<file path="config.mk">
export PLATFORM = sky130hd
export DESIGN_NAME = dcwd_top
export DESIGN_NICKNAME = d
export VERILOG_FILES = /design/src/dcwd_pkg.sv /design/src/dcwd_serial_rx.sv /design/src/dcwd_msb_out.sv /design/src/dcwd_top.sv
export VERILOG_INCLUDE_DIRS = /design/src /design/src/src
export SDC_FILE = /design/constraint.sdc
export NUM_CORES = 1
export LEC_CHECK = 0
export ABC_AREA = 1
export BUFFER_PORTS_ARGS = -buffer_cell sky130_fd_sc_hd__buf_2
export CORE_MARGIN = 2
export CORE_UTILIZATION = 45
export DETAILED_ROUTE_END_ITERATION = 8
export PLACE_DENSITY = 0.71
export SETUP_SLACK_MARGIN = 0.5
export SLEW_MARGIN = 20
export SYNTH_ARGS = -nofsm -noshare
export SYNTH_HDL_FRONTEND = slang
export SYNTH_SLANG_ARGS = --single-unit
</file>
<file path="constraint.sdc">
create_clock -name sys_clk_i -period 18.28 [get_ports sys_clk_i]
set_input_delay 5.484 -clock sys_clk_i [delete_from_list [all_inputs] [get_ports sys_clk_i]]
set_output_delay 5.484 -clock sys_clk_i [all_outputs]
set_load 0.02 [all_outputs]
</file>
<file path="src/dcwd_defs.svh">
// Constants of the oscillator control-word decoder
// Assumes 16-bit serial words, address in the top two bits
`ifndef DCWD_DEFS_SVH
`define DCWD_DEFS_SVH

`define DCWD_WORD_BITS    16
`define DCWD_CNT_BITS     5
`define DCWD_HALF_BITS    14
`define DCWD_FREQ_BITS    28
`define DCWD_PHASE_BITS   12

`define DCWD_ADDR_CTRL    2'h0
`define DCWD_ADDR_FREQ_A  2'h1
`define DCWD_ADDR_FREQ_B  2'h2
`define DCWD_ADDR_PHASE   2'h3

`define DCWD_BIT_FULL     13
`define DCWD_BIT_HALF     12
`define DCWD_BIT_FCHOICE  11
`define DCWD_BIT_PCHOICE  10
`define DCWD_BIT_CLEAR    8
`define DCWD_BIT_GATE     7
`define DCWD_BIT_CONVOFF  6
`define DCWD_BIT_BITOUT   5
`define DCWD_BIT_UNDIV    3
`define DCWD_BIT_RAMP     1
`define DCWD_BIT_PHSEL    13

`define DCWD_CTRL_RESET   10'h000

`endif

</file>
<file path="src/dcwd_pkg.sv">
// Types shared by the control-word decoder files
// Assumes dcwd_defs.svh for widths
`include "dcwd_defs.svh"

package dcwd_pkg;

    typedef struct packed {
        logic full_word_load;
        logic half_select;
        logic frequency_choice;
        logic phase_choice;
        logic acc_clear;
        logic clock_gate;
        logic converter_off;
        logic bit_output_enable;
        logic msb_undivided;
        logic waveform_ramp;
    } dcwd_ctrl_t;

    typedef enum logic [1:0] {
        SRC_SINE,
        SRC_RAMP,
        SRC_MSB,
        SRC_HOLD
    } dcwd_src_t;

    typedef struct packed {
        logic                         valid;
        logic [`DCWD_WORD_BITS-1:0]   data;
    } dcwd_word_t;

endpackage

</file>
<file path="src/dcwd_serial_rx.sv">
// Three-wire serial word receiver
// Assumes pins asynchronous to sys clock; reset already synchronised
`timescale 1ns/10ps
`include "dcwd_defs.svh"
module dcwd_serial_rx (
    input  logic              clk_i,
    input  logic              rst_n_i,
    input  logic              sclk_i,
    input  logic              serial_in_i,
    input  logic              frame_sync_n_i,
    output dcwd_pkg::dcwd_word_t word_o
);
    import dcwd_pkg::*;

    logic [2:0]                  meta_q;
    logic [2:0]                  sync_q;
    logic                        sclk_prev_q;
    logic                        fs_prev_q;
    logic [`DCWD_WORD_BITS-1:0]  shift_q, shift_d;
    logic [`DCWD_CNT_BITS-1:0]   cnt_q, cnt_d;
    dcwd_word_t                  word_q, word_d;
    logic                        sclk_fall;
    logic                        frame_open;

    // Meta flop feeds only the second flop
    always_ff @(posedge clk_i or negedge rst_n_i) begin
        if (!rst_n_i) begin
            meta_q      <= 3'h5;
            sync_q      <= 3'h5;
            sclk_prev_q <= 1'b0;
            fs_prev_q   <= 1'b1;
        end else begin
            meta_q      <= {frame_sync_n_i, serial_in_i, sclk_i};
            sync_q      <= meta_q;
            sclk_prev_q <= sync_q[0];
            fs_prev_q   <= sync_q[2];
        end
    end

    assign sclk_fall  = sclk_prev_q & ~sync_q[0];   // [RULE_14]
    assign frame_open = ~sync_q[2];

    always_comb begin
        shift_d    = shift_q;
        cnt_d      = cnt_q;
        word_d     = '0;
        word_d.data = word_q.data;
        if (!frame_open || fs_prev_q) begin
            // New frame or idle: drop any partial word
            cnt_d = '0;   // [RULE_15] [RULE_17]
        end
        if (frame_open && sclk_fall && cnt_q < `DCWD_CNT_BITS'(`DCWD_WORD_BITS)) begin
            shift_d = {shift_q[`DCWD_WORD_BITS-2:0], sync_q[1]};   // [RULE_14]
            cnt_d   = cnt_q + `DCWD_CNT_BITS'(1);
            if (cnt_q == `DCWD_CNT_BITS'(`DCWD_WORD_BITS - 1)) begin
                word_d.valid = 1'b1;   // [RULE_17]
                word_d.data  = {shift_q[`DCWD_WORD_BITS-2:0], sync_q[1]};
            end
        end
    end

    always_ff @(posedge clk_i or negedge rst_n_i) begin
        if (!rst_n_i) begin
            shift_q <= '0;
            cnt_q   <= '0;
            word_q  <= '0;
        end else begin
            shift_q <= shift_d;
            cnt_q   <= cnt_d;
            word_q  <= word_d;
        end
    end

    assign word_o = word_q;
endmodule // dcwd_serial_rx

</file>
<file path="src/dcwd_msb_out.sv">
// Accumulator MSB output stage with optional divide by two
// Assumes acc_msb_i comes from logic on the same clock
`timescale 1ns/10ps
module dcwd_msb_out (
    input  logic clk_i,
    input  logic rst_n_i,
    input  logic acc_msb_i,
    input  logic hold_i,
    input  logic undivided_i,
    output logic bit_o
);
    logic msb_prev_q, msb_prev_d;
    logic half_q, half_d;
    logic bit_q, bit_d;

    always_comb begin
        msb_prev_d = msb_prev_q;
        half_d     = half_q;
        bit_d      = bit_q;
        // Gated clock freezes the pin at its present level
        if (!hold_i) begin   // [RULE_13]
            msb_prev_d = acc_msb_i;
            if (acc_msb_i && !msb_prev_q) begin
                half_d = ~half_q;
            end
            bit_d = undivided_i ? acc_msb_i : half_d;   // [RULE_09]
        end
    end

    always_ff @(posedge clk_i or negedge rst_n_i) begin
        if (!rst_n_i) begin
            msb_prev_q <= 1'b0;
            half_q     <= 1'b0;
            bit_q      <= 1'b0;
        end else begin
            msb_prev_q <= msb_prev_d;
            half_q     <= half_d;
            bit_q      <= bit_d;
        end
    end

    assign bit_o = bit_q;
endmodule // dcwd_msb_out

</file>
<file path="src/dcwd_top.sv">
// Control-word decoder for a direct digital synthesis oscillator
// Assumes serial pins asynchronous; accumulator MSB from sys clock logic
// Operation
// (RULE_01) Full-word mode: two writes to one frequency address, low half then high
// (RULE_02) Half-word mode: one write changes one 14-bit half, other kept
// (RULE_03) Half select set loads the high half, clear loads the low half
// (RULE_04) Frequency choice from bit 11, phase choice from bit 10
// (RULE_05) Host writes zero to reserved control bits 9, 4, 2 and 0
// (RULE_06) Accumulator clear bit 8 holds the accumulator at zero
// (RULE_07) Converter-off bit 6 powers the output converter down
// (RULE_08) Bit output enable routes accumulator MSB to the pin
// (RULE_09) Bit 3 clear divides the MSB by two, set passes it
// (RULE_10) Ramp bit clear, no gate, no bit output: sine through table
// (RULE_11) Ramp bit set, no gate, no bit output: table bypassed, ramp
// (RULE_12) Chosen frequency word is the increment, chosen phase is added
// (RULE_13) Clock gate set stops the internal clock, output holds
// (RULE_14) One data bit sampled on each falling serial clock edge
// (RULE_15) Frame sync low starts a new word
// (RULE_16) Top two bits pick control, frequency A, frequency B or phase
// (RULE_17) A word applies only after 16 bits in one frame
`timescale 1ns/10ps
`include "dcwd_defs.svh"
module dcwd_top (
    input  logic                         sys_clk_i,
    input  logic                         rstn_i,
    input  logic                         sclk_i,
    input  logic                         serial_in_i,
    input  logic                         frame_sync_n_i,
    input  logic                         acc_msb_i,
    output dcwd_pkg::dcwd_ctrl_t         ctrl_o,
    output logic [`DCWD_FREQ_BITS-1:0]   increment_o,
    output logic [`DCWD_PHASE_BITS-1:0]  phase_offset_o,
    output logic                         acc_clear_o,
    output logic                         acc_run_o,
    output logic                         converter_off_o,
    output dcwd_pkg::dcwd_src_t          out_src_o,
    output logic                         bit_out_o
);
    import dcwd_pkg::*;

    logic                         rst_meta_q;
    logic                         rst_n;
    dcwd_word_t                   word;
    logic [1:0]                   addr;
    logic [`DCWD_HALF_BITS-1:0]   fdata;
    logic                         fsel;

    dcwd_ctrl_t                   ctrl_q, ctrl_d;
    logic [`DCWD_FREQ_BITS-1:0]   freq_q [2];
    logic [`DCWD_FREQ_BITS-1:0]   freq_d [2];
    logic [`DCWD_HALF_BITS-1:0]   stage_q [2];
    logic [`DCWD_HALF_BITS-1:0]   stage_d [2];
    logic [1:0]                   pend_q, pend_d;
    logic [`DCWD_PHASE_BITS-1:0]  phase_q [2];
    logic [`DCWD_PHASE_BITS-1:0]  phase_d [2];

    logic [`DCWD_FREQ_BITS-1:0]   incr_q, incr_d;
    logic [`DCWD_PHASE_BITS-1:0]  poff_q, poff_d;
    dcwd_src_t                    src_q, src_d;
    dcwd_ctrl_t                   ctrl_out_q;
    logic                         clr_q, run_q, coff_q;

    // Reset released through two flops, asserted at once
    always_ff @(posedge sys_clk_i or negedge rstn_i) begin
        if (!rstn_i) begin
            rst_meta_q <= 1'b0;
            rst_n      <= 1'b0;
        end else begin
            rst_meta_q <= 1'b1;
            rst_n      <= rst_meta_q;
        end
    end

    dcwd_serial_rx u_rx (
        .clk_i          (sys_clk_i),
        .rst_n_i        (rst_n),
        .sclk_i         (sclk_i),
        .serial_in_i    (serial_in_i),
        .frame_sync_n_i (frame_sync_n_i),
        .word_o         (word)
    );

    dcwd_msb_out u_msb (
        .clk_i       (sys_clk_i),
        .rst_n_i     (rst_n),
        .acc_msb_i   (acc_msb_i),
        .hold_i      (ctrl_q.clock_gate),
        .undivided_i (ctrl_q.msb_undivided),
        .bit_o       (bit_out_o)
    );

    // Output source priority: gate, then bit output, then waveform
    function automatic dcwd_src_t pick_src(input dcwd_ctrl_t c);
        if (c.clock_gate) begin
            pick_src = SRC_HOLD;   // [RULE_13]
        end else if (c.bit_output_enable) begin
            pick_src = SRC_MSB;    // [RULE_08]
        end else if (c.waveform_ramp) begin
            pick_src = SRC_RAMP;   // [RULE_11]
        end else begin
            pick_src = SRC_SINE;   // [RULE_10]
        end
    endfunction

    assign addr  = word.data[`DCWD_WORD_BITS-1 -: 2];
    assign fdata = word.data[`DCWD_HALF_BITS-1:0];
    assign fsel  = (addr == `DCWD_ADDR_FREQ_B);

    // Register update on each complete word
    always_comb begin
        ctrl_d  = ctrl_q;
        freq_d  = freq_q;
        stage_d = stage_q;
        pend_d  = pend_q;
        phase_d = phase_q;
        if (word.valid) begin   // [RULE_17]
            case (addr)   // [RULE_16]
                `DCWD_ADDR_CTRL: begin
                    // Reserved bits are not stored
                    ctrl_d.full_word_load    = word.data[`DCWD_BIT_FULL];
                    ctrl_d.half_select       = word.data[`DCWD_BIT_HALF];
                    ctrl_d.frequency_choice  = word.data[`DCWD_BIT_FCHOICE];   // [RULE_04]
                    ctrl_d.phase_choice      = word.data[`DCWD_BIT_PCHOICE];   // [RULE_04]
                    ctrl_d.acc_clear         = word.data[`DCWD_BIT_CLEAR];     // [RULE_06]
                    ctrl_d.clock_gate        = word.data[`DCWD_BIT_GATE];      // [RULE_13]
                    ctrl_d.converter_off     = word.data[`DCWD_BIT_CONVOFF];   // [RULE_07]
                    ctrl_d.bit_output_enable = word.data[`DCWD_BIT_BITOUT];    // [RULE_08]
                    ctrl_d.msb_undivided     = word.data[`DCWD_BIT_UNDIV];     // [RULE_09]
                    ctrl_d.waveform_ramp     = word.data[`DCWD_BIT_RAMP];      // [RULE_10] [RULE_11]
                    // Leaving or entering full-word mode drops a half-done pair
                    if (word.data[`DCWD_BIT_FULL] != ctrl_q.full_word_load) begin
                        pend_d = 2'h0;
                    end
                end
                `DCWD_ADDR_FREQ_A,
                `DCWD_ADDR_FREQ_B: begin
                    if (ctrl_q.full_word_load) begin
                        // Whole word commits at once so no torn increment is used
                        if (pend_q[fsel]) begin
                            freq_d[fsel] = {fdata, stage_q[fsel]};   // [RULE_01]
                            pend_d[fsel] = 1'b0;
                        end else begin
                            stage_d[fsel] = fdata;   // [RULE_01]
                            pend_d[fsel]  = 1'b1;
                        end
                    end else if (ctrl_q.half_select) begin
                        freq_d[fsel][`DCWD_FREQ_BITS-1:`DCWD_HALF_BITS] = fdata;   // [RULE_02] [RULE_03]
                    end else begin
                        freq_d[fsel][`DCWD_HALF_BITS-1:0] = fdata;   // [RULE_02] [RULE_03]
                    end
                end
                `DCWD_ADDR_PHASE: begin
                    phase_d[word.data[`DCWD_BIT_PHSEL]] = word.data[`DCWD_PHASE_BITS-1:0];
                end
                default: begin
                    ctrl_d = ctrl_q;
                end
            endcase
        end
    end

    // Registered outputs follow the new control state
    always_comb begin
        incr_d = freq_d[ctrl_d.frequency_choice];    // [RULE_12]
        poff_d = phase_d[ctrl_d.phase_choice];       // [RULE_12]
        src_d  = pick_src(ctrl_d);
    end

    always_ff @(posedge sys_clk_i or negedge rst_n) begin
        if (!rst_n) begin
            ctrl_q     <= `DCWD_CTRL_RESET;
            freq_q     <= '{default: '0};
            stage_q    <= '{default: '0};
            pend_q     <= 2'h0;
            phase_q    <= '{default: '0};
            incr_q     <= '0;
            poff_q     <= '0;
            src_q      <= SRC_SINE;
            ctrl_out_q <= `DCWD_CTRL_RESET;
            clr_q      <= 1'b0;
            run_q      <= 1'b1;
            coff_q     <= 1'b0;
        end else begin
            ctrl_q     <= ctrl_d;
            freq_q     <= freq_d;
            stage_q    <= stage_d;
            pend_q     <= pend_d;
            phase_q    <= phase_d;
            incr_q     <= incr_d;
            poff_q     <= poff_d;
            src_q      <= src_d;
            ctrl_out_q <= ctrl_d;
            clr_q      <= ctrl_d.acc_clear;        // [RULE_06]
            run_q      <= ~ctrl_d.clock_gate;      // [RULE_13]
            coff_q     <= ctrl_d.converter_off;    // [RULE_07]
        end
    end

    assign ctrl_o          = ctrl_out_q;
    assign increment_o     = incr_q;
    assign phase_offset_o  = poff_q;
    assign acc_clear_o     = clr_q;
    assign acc_run_o       = run_q;
    assign converter_off_o = coff_q;
    assign out_src_o       = src_q;
endmodule // dcwd_top

</file>
==> results of run 1 <==
-- cell type report --
type | instances | area, um^2 | share of cell area (%)
timing repair buffer | 70 | 405 | 3.81
clock inverter | 14 | 181 | 1.71
multi-input combinational | 706 | 3250 | 30.6
tap | 270 | 338 | 3.18
inverter | 123 | 462 | 4.34
clock buffer | 29 | 649 | 6.11
sequential | 213 | 5340 | 50.2
-- path summary, 6_finish.rpt --
path	from	endpoint	slack, ps	depth (start not counted)
setup / recovery	ctrl_o[9]	ctrl_o[9]	11350	2
hold / removal	rst_n	increment_o[10]	140	0
setup reg to reg	u_rx.word_o[14]	increment_o[19]	15270	7
hold reg to reg	rst_n	increment_o[10]	140	0
max in group asynchronous	rstn_i	rst_n	13420	1
min in group sys_clk_i	u_rx.meta_q[1]	u_rx.sync_q[1]	350	0
-- layer usage --
| metal | vias to the layer above | share of wire (%) | track usage, % | wire length [um] |
|---|---|---|---|---|
| met1 | 3449 | 44 | 29.1 | 10100 |
| met5 | - | 0 | 0 | 0 |
| met3 | 48 | 6.6 | 3.43 | 1500 |
| li1 | 3575 | - | - | - |
| met4 | 0 | 3.0 | 7.36 | 680 |
| met2 | 228 | 46 | 34.5 | 10500 |
-- where the power goes --
group	internal (mW)	switching (mW)	leakage [nW]
Clock	0.309	0.192	0.418
Combinational	0.00643	0.0183	2.18
Sequential	0.480	0.00375	2.93
-- critical path, stage by stage, from the launching register on --
cell and delay, ps:
dfrtp_1 320, buf_4 350, buf_2 250
-- registers in the layout (all words and copies together) (netlist names), 2 cells and up --
name,flops
pend_q,2
u_rx.sync_q,3
u_rx.cnt_q,5
ctrl_o,8
out_src_o,2
stage_q,28
u_rx.shift_q,15
increment_o,28
freq_q,56
u_rx.word_o,17
phase_offset_o,12
u_rx.meta_q,3
phase_q,24
-- synthesized netlist by cell type --
library cell	n
clkbuf_1	33
xnor2_1	1
nor3_1	6
o21ai_0	130
inv_1	118
o21ai_1	12
o31ai_1	1
xor2_1	1
dfrtp_1	207
buf_2	8
clkinv_1	3
a21boi_0	12
inv_2	2
o22ai_1	2
a21oi_4	1
conb_1	1
and3_1	1
nand3_2	4
o21ai_2	1
nor2_1	16
nand3_1	62
ha_1	6
nand4_1	25
nand2_1	381
and2_1	14
dfstp_2	6
buf_4	10
nor2_4	1
buf_1	2
or2_2	1
a21oi_1	14
o211ai_1	13
-- through the flow --
step           util (%)  std cells  cell area [um^2]
6_report           52.5       1425             10600
5_1_grt            52.5       1425             10600
4_1_cts            52.4       1424             10600
3_5_place_dp       48.3       1381              9770
3_3_place_gp       48.3       1381              9770
2_1_floorplan         -       1095              9290
-- cells by family after synthesis --
logic type	after synthesis	share of synthesized area [%]
AOI/OAI and AO/OA	186	10.9
xor gates and xnor gates	2	0.189
adders and majority gates	6	0.808
buffers and inverters	176	7.62
DFF	213	57.4
other	1	0.0403
and+or+nand+nor	511	23.0
==> impl_metrics.toml, run 1 <==
[outcome]
status = "finished, final reports clean"

[synth]
ys_types = 32
synth_top_area_share_pct = 55.7
ys_top_cells_by_area = "dfrtp_1 (56%), nand2_1 (15%), o21ai_0 (7.0%), inv_1 (4.8%), nand3_1 (3.3%)"
yosysSeqAreaShare_pct = 57.4
ys_ff_latch = 213
avgSynthCellArea_um2 = 8.49
syn_area_um2 = 9290
syn_nets = 1107
ys_warn_count = 0
yosysTopAreaCell = "dfrtp_1"
synthCells = 1095

[floorplanning]
start_util_pct = 45.9
die_y_um = 148
fp.coreArea_um2 = 20200
ios = 62
die-width_um = 148
row_count = 52
fp.dieArea_um2 = 21800

[timing]
max_slew_margin_pct = 34.2
final_hold_viol_count = 0
worstMarginPinSlew_ps = 981
setup_slack_ps = 11350
rsz0062_at_grt = "false"
final.setup_skew_ps = 19.4
post-route-min-period_ps = 6930
final.setup.tns_ps = 0
setup_viol_count_final = 0
finalCritPeriodShare_pct = 37.9
max_freq_mhz = 144
timing.hold.ws_ps = 142
slew_violations = 0

[clock_tree]
cts_resized = 0
htree_levels = 1
post_cts_buffers = 0
clock_latency_ps = 520
clk_pin_slew_ps = 60
cts_root_buf = "clkbuf_16"
cts_tree = "done"
numCtsBuffers = 24
cts_buffer_depth = 3
clock-sinks = 213
ctsHoldBuffers = 0

[final_layout]
mostFrequentLayoutCell = "nand2_1"
area_growth_pct = 14.4
nNetsFinal = 1150
final_cell_mix = "nand2_1 (381), dfrtp_1 (206), o21ai_0 (130), inv_1 (118)"
fillers = 1901
drive_gt1_share_pct = 11.2
num_antenna_cells = 0

[pwr]
power_mw = 1.01
power_density_nw_per_um2 = 94.9
leakage_nw = 5.53
max-vdd-ir-drop_uv = 59.9

[setup_path]
end_kind = "primary output"
cp_max_fo = 32
worstSetupPathType = "register to primary output"
critPathArrivalTime_ps = 1440
critPathRequiredTime_ps = 12800
worstSetupStartpointType = "register"

[global_route]
antenna_found_initial = 0
grt_max_degree = 205
grtUsageTotal_pct = 21.2
grt_pass1_wl_um = 36800
overflow = 0
grt_pass1_vias = 7070

[detailed_routing]
avgViaCountPerCell = 5.12
wirelength_um = 22900
ant_nets = 0
routedWlPerCell_um = 16.1
vias = 7300
drcViolationCount = 0
drt_iter0_drc = 565
drt_pass1_iterations = 5

[place]
detailedPlace.worstSlack_ps = 11910
numPortBuffers = 61
dpl.hpwl_um = 13900
gp_congestion = 0.862

[run]
cap_violations = 0

[hold_path]
holdCritPathClass = "register to asynchronous set/reset pin"
(Power assumes the default switching activity.)
==> run 2, diff against run 1 <==
--- a/config.mk
+++ b/config.mk
@@ -6,12 +6,12 @@
 export SDC_FILE = /design/constraint.sdc
 export NUM_CORES = 1
 export LEC_CHECK = 0
-export ABC_AREA = 1
+export ABC_AREA = 0
 export BUFFER_PORTS_ARGS = -buffer_cell sky130_fd_sc_hd__buf_2
 export CORE_MARGIN = 2
 export CORE_UTILIZATION = 45
 export DETAILED_ROUTE_END_ITERATION = 8
-export PLACE_DENSITY = 0.71
+export PLACE_DENSITY = 0.74
 export SETUP_SLACK_MARGIN = 0.5
 export SLEW_MARGIN = 20
 export SYNTH_ARGS = -nofsm -noshare
==> constraint.sdc (replaced) <==
create_clock -name sys_clk_i -period 5.75 [get_ports sys_clk_i]
set_input_delay 1.725 -clock sys_clk_i [delete_from_list [all_inputs] [get_ports sys_clk_i]]
set_output_delay 1.725 -clock sys_clk_i [all_outputs]
set_load 0.02 [all_outputs]
==> run 2 against run 1 <==
Effect of this change:
- utilization down 0.83 points
- combinational power rose to 2.5 times the previous value
- sequential share of layout area up 3.4 points
- sequential power rose to 3.2 times the previous value
- cell count down 28%
- final area down 6.3%
- via count down 23%
- synthesized cell count down 35%
- clock-buffer cell count up 1
- die area down 5.6%
==> impl_metrics.toml, run 2 <==
[synth]
synthFlopType = "dfrtp_1"
ys_warn_count = 0
ys_ff_latch = 213
netlist_top_cells_count = "dfrtp_1 (207), mux2_2 (122), nand2_1 (98), o21ai_0 (38), nor2_1 (37)"
synth_top_family_by_area = "multiplexers"
synth_simple_gate_area_share_pct = 8.45
synth_top_area_share_pct = 59.2
ys_top_cells_by_area = "dfrtp_1 (59%), mux2_2 (16%), nand2_1 (4.2%), o21ai_0 (2.2%), dfstp_2 (1.8%)"
yosysMostFrequentCell = "dfrtp_1"
synth_edf_count = 0
avgSynthCellArea_um2 = 12.3
synth_fa_ha_area_share_pct = 0.858
ys_types = 53
syn_nets = 723
syn_area_um2 = 8750
synth_compound_area_share_pct = 9.03
async_flop_share_pct = 100
synthCells = 711
synthXorXnorAreaFrac_pct = 0.200
yosysTopAreaCell = "dfrtp_1"
yosysSeqAreaShare_pct = 61.0
synth_mux_area_share_pct = 17.0

[place]
dpl.hpwl_um = 11600
gp_congestion = 0.830
numPortBuffers = 61

[detailed_routing]
routedWlPerCell_um = 17.9
drcViolationCount = 0
ant_nets = 0
avgViaCountPerCell = 5.43
drt_iter0_drc = 384
vias = 5599
wirelength_um = 18500
drt_pass1_iterations = 5

[timing]
worstMarginPinSlew_ps = 990
finalCritPeriodShare_pct = 60.2
max_freq_mhz = 289
slew_violations = 0
post-route-min-period_ps = 3460
timing.hold.ws_ps = 292
rsz0062_at_grt = "false"
setup_viol_count_final = 0
final.setup_skew_ps = 14.7
final_hold_viol_count = 0
final.setup.tns_ps = 0
max_slew_margin_pct = 34.0

[clock_tree]
clk_pin_slew_ps = 60
cts_resized = 0
cts_tree = "done"
clock_latency_ps = 500
cts_buffer_depth = 3
clock-sinks = 213
numCtsBuffers = 23
cts_root_buf = "clkbuf_16"
post_cts_buffers = 0
ctsHoldBuffers = 0
htree_levels = 1

[setup_path]
critPathRequiredTime_ps = 4030
end_kind = "primary output"
worstSetupStartpoint = "ctrl_o[9]"
path_cells = "buf_4 > buf_2"
worstSetupStartpointType = "register"
critPathArrivalTime_ps = 1740
critPathMaxStageDelay_ps = 730
reg2reg_slack_ps = 2530
slowest_stage = "dfrtp_1"
worstRegToRegCells = 7
r2r_start = "u_rx.word_o[14]"
cp_max_fo = 17
reg2reg_to = "increment_o[19]"
worstSetupPathType = "register to primary output"

[floorplanning]
start_util_pct = 45.4
fp.dieArea_um2 = 20600
row_count = 51
ios = 62
die_y_um = 143
fp.coreArea_um2 = 19300
die-width_um = 143

[run]
cap_violations = 0

[final_layout]
drive_gt1_share_pct = 32.5
fillers = 1677
largest_reg_flops = 56
area_growth_pct = 13.8
num_antenna_cells = 0
nNetsFinal = 764
final_cell_mix = "dfrtp_1 (206), mux2_2 (122), nand2_1 (98), buf_2 (61), o21ai_0 (38)"
top_register = "freq_q"
mostFrequentLayoutCell = "dfrtp_1"

[outcome]
status = "finished, final reports clean"

[pwr]
intPower_mw = 2.41
clkPwrFrac_pct = 47.1
leakage_nw = 5.13
p_switching_mw = 0.642
max-vdd-ir-drop_uv = 220
power_density_nw_per_um2 = 306
pwr-share-seq_pct = 50.8
swShare_pct = 21.1
p_comb_share_pct = 2.0
power_mw = 3.05

[global_route]
grt_pass1_vias = 5555
antenna_found_initial = 0
grtUsageTotal_pct = 18.4
grt_pass1_wl_um = 29700
grt_max_degree = 82
overflow = 0

[hold_path]
holdCritPathClass = "register to asynchronous set/reset pin"
## run 2: cell count changes in the layout (fill, tap and decap cells not counted), sizes merged, moves of 22 or more
| cell | previous run | this run |
|---|---|---|
| nand2 | 381 | 98 |
| mux2 | 0 | 123 |
| o21ai | 143 | 38 |
| inv | 120 | 16 |
| nand3 | 66 | 4 |
| o22ai | 2 | 25 |
| nand4 | 25 | 3 |
## run 2: cells by family (layout without fill, tap and decap cells)
family                     after synthesis  after routing
and+or+nand+nor                        171            171
muxes                                  133            133
xor gates and xnor gates                 2              2
other                                    1              1
adders and majority gates                6              6
DFF                                    213            213
buffers and inverters                   70            126
AOI/OAI and AO/OA                      115            115
## run 2: layer usage
metal  up-vias  global-route usage [%]  wire length [um]
li1       2581                       -                 -
met1      2835                    25.6              8200
met2       150                    29.9              8980
met3        33                    3.13               895
met4         0                    5.26               392
met5         -                       0                 0
## run 2: cell type report
class	instances	area, um^2	share of cell area [%]
well taps	265	332	3.33
clock inverters	10	104	1.04
flip-flops and latches	213	5340	53.6
clock buffers	30	632	6.34
repair buffers	70	377	3.78
multi-input cells	428	3120	31.3
inverters	16	60.1	0.603
## run 2: metrics by stage
step                      util [%]  cell area [um^2]  setup WS, ps  std cells
after CTS                     51.7              9960          2290       1032
after floorplan                  -              8760          2250        711
final                         51.7              9960          2290       1032
after global placement        47.9              9220          2710        992
after detailed placement      47.9              9220          2610        992
after global routing          51.7              9960          2220       1032
## run 2: worst max path at each step
stage | end | slack (ps)
3_3_place_gp | increment_o[15] | 2710
5_1_grt | ctrl_o[9] | 2220
4_1_cts | ctrl_o[9] | 2290
2_1_floorplan | acc_clear_o | 2250
3_5_place_dp | increment_o[19] | 2610
6_report | ctrl_o[9] | 2290
## run 2: power by group through the flow
stage	clock network, mW	logic (mW)	registers (mW)
after global routing	1.52	0.0737	1.55
final	1.44	0.0624	1.55
after detailed placement	0	0.0640	1.58
after global placement	0	0.0623	1.57
after floorplan	0	0.0253	1.59
after CTS	1.46	0.0646	1.55
## run 2: worst max-delay path, delay by kind of cell (launching register included)
| kind | cells | cell delay (ps) |
|---|---|---|
| buffers and inverters | 2 | 520 |
| flip-flops | 1 | 730 |
==> run 3, diff against run 2 <==
==> constraint.sdc (replaced) <==
create_clock -name sys_clk_i -period 3.1 [get_ports sys_clk_i]
set_input_delay 0.93 -clock sys_clk_i [delete_from_list [all_inputs] [get_ports sys_clk_i]]
set_output_delay 0.93 -clock sys_clk_i [all_outputs]
set_load 0.02 [all_outputs]
==> run 3 against run 2 <==
Effect of this change:
- global-route usage increased by 0.87 points
- via count increased by 1.2%
- critical path depth decreased by 1
- cell count increased by 1.4%
- sequential share of layout area decreased by 0.87 points
- critical endpoint unchanged
- critical path type unchanged
- routed wire length increased by 3.2%
- clock-buffer cell count increased by 8
- non-clock buffer count increased by 12
- highest routed layer unchanged
- largest power group unchanged
- hold slack got worse by 100 ps
==> impl_metrics.toml, run 3 (synthesized netlist as in run 2, its figures left out) <==
[detailed_routing]
ant_nets = 0
wirelength_um = 19100
m1WireLength_um = 8370
vias = 5664
avgViaCountPerCell = 5.41
drcViolationCount = 0
drt_pass1_iterations = 5
wl_met3_um = 1090
route.met2.wl_um = 9150
routedWlPerCell_um = 18.2
routed.top_layer = "met4"
drt_iter0_drc = 338

[floorplanning]
row_count = 51
ios = 62
die_y_um = 143
fp.coreArea_um2 = 19300
fp.dieArea_um2 = 20600
die-width_um = 143
start_util_pct = 45.4

[final_layout]
final_cell_mix = "dfrtp_1 (206), mux2_2 (122), nand2_1 (97), buf_2 (61), o21ai_0 (38)"
final_core_util_pct = 52.6
largest_reg_flops = 56
top_register = "freq_q"
nNetsFinal = 777
num_antenna_cells = 0
mostFrequentLayoutCell = "dfrtp_1"
area_growth_pct = 15.7
fin_cells = 1046
drive_gt1_share_pct = 33.9

[setup_path]
worstRegToRegCells = 7
crit_family = "flip-flops"
worstSetupStartpointType = "register"
worst-path-stages = 1
cp.buffers_inverters = 1
end_kind = "primary output"
critPathRequiredTime_ps = 2170
critPathArrivalTime_ps = 1580
worstSetupPathType = "register to primary output"
path_cells = "buf_2"
cp_max_fo = 20
slowest_stage = "dfrtp_1"
critPathMaxStageDelay_ps = 780

[timing]
max_freq_mhz = 398
setup_viol_count_final = 0
slew_violations = 0
finalCritPeriodShare_pct = 81.0
final.setup.tns_ps = 0
final_hold_viol_count = 0
max_slew_margin_pct = 52.7
post-route-min-period_ps = 2510
rsz0062_at_grt = "false"
final.setup_skew_ps = 15.9
worstMarginPinSlew_ps = 709

[clock_tree]
ctsHoldBuffers = 0
clk_pin_slew_ps = 60
cts_tree = "done"
numCtsBuffers = 24
cts_root_buf = "clkbuf_16"
htree_levels = 1
clock-sinks = 213
cts_buffer_depth = 3
clock_latency_ps = 510

[global_route]
overflow = 0
grt_pass1_vias = 5889
grtUsageTotal_pct = 19.3
grt_pass1_wl_um = 31300
grt_max_degree = 84
antenna_found_initial = 0

[place]
numPortBuffers = 61
dpl.hpwl_um = 11900
gp_congestion = 0.870
dp.cells = 1003

[pwr]
power_mw = 5.75
power_density_nw_per_um2 = 568
leakage_nw = 5.22
max-vdd-ir-drop_uv = 457

[run]
cap_violations = 0

[outcome]
status = "finished, final reports clean"

[hold_path]
holdCritPathClass = "input pin to asynchronous set/reset pin"
run 3: layer usage:
metal | up-vias | global-route usage [%]
met1 | 2878 | 26.4
met5 | - | 0
li1 | 2600 | -
met3 | 35 | 3.90
met2 | 151 | 31.3
met4 | 0 | 5.42
run 3: what timing repair did:
action	4_1_cts	5_1_grt
setup buffers	0	1
gates resized for setup	0	3
endpoints found under the setup margin	0	28
run 3: final cells by class:
| class | count | area, um^2 |
|---|---|---|
| multi-input combinational | 428 | 3130 |
| inverter | 16 | 60.1 |
| clock buffer | 38 | 754 |
| tap | 265 | 332 |
| sequential | 213 | 5340 |
| fill | 1696 | 9140 |
| timing repair buffer | 82 | 488 |
| clock inverter | 4 | 26.3 |
run 3: metrics by stage:
stage,hold slack (ps),setup slack (ps),area [um^2]
finish,192,589,10100
detailed placement,335,575,9330
global placement,332,673,9330
global route,182,517,10100
CTS,183,577,10100
floorplan,331,939,8760
run 3: worst paths after layout:
kind                            startpoint  slack, ps        endpoint
max                              ctrl_o[9]        590       ctrl_o[9]
min                                 rstn_i        190           rst_n
max reg2reg                u_rx.word_o[14]        660  increment_o[5]
min in group sys_clk_i          rst_meta_q        350           rst_n
min reg2reg                     rst_meta_q        350           rst_n
max in group asynchronous            rst_n       1890  increment_o[5]
run 3: power by group:
| part | switching [mW] | leakage, nW | total, mW | internal [mW] |
|---|---|---|---|---|
| registers | 0.0460 | 2.93 | 2.88 | 2.83 |
| logic | 0.0767 | 1.90 | 0.115 | 0.0379 |
| clock network | 1.10 | 0.389 | 2.76 | 1.66 |
| total | 1.22 | 5.22 | 5.75 | 4.53 |
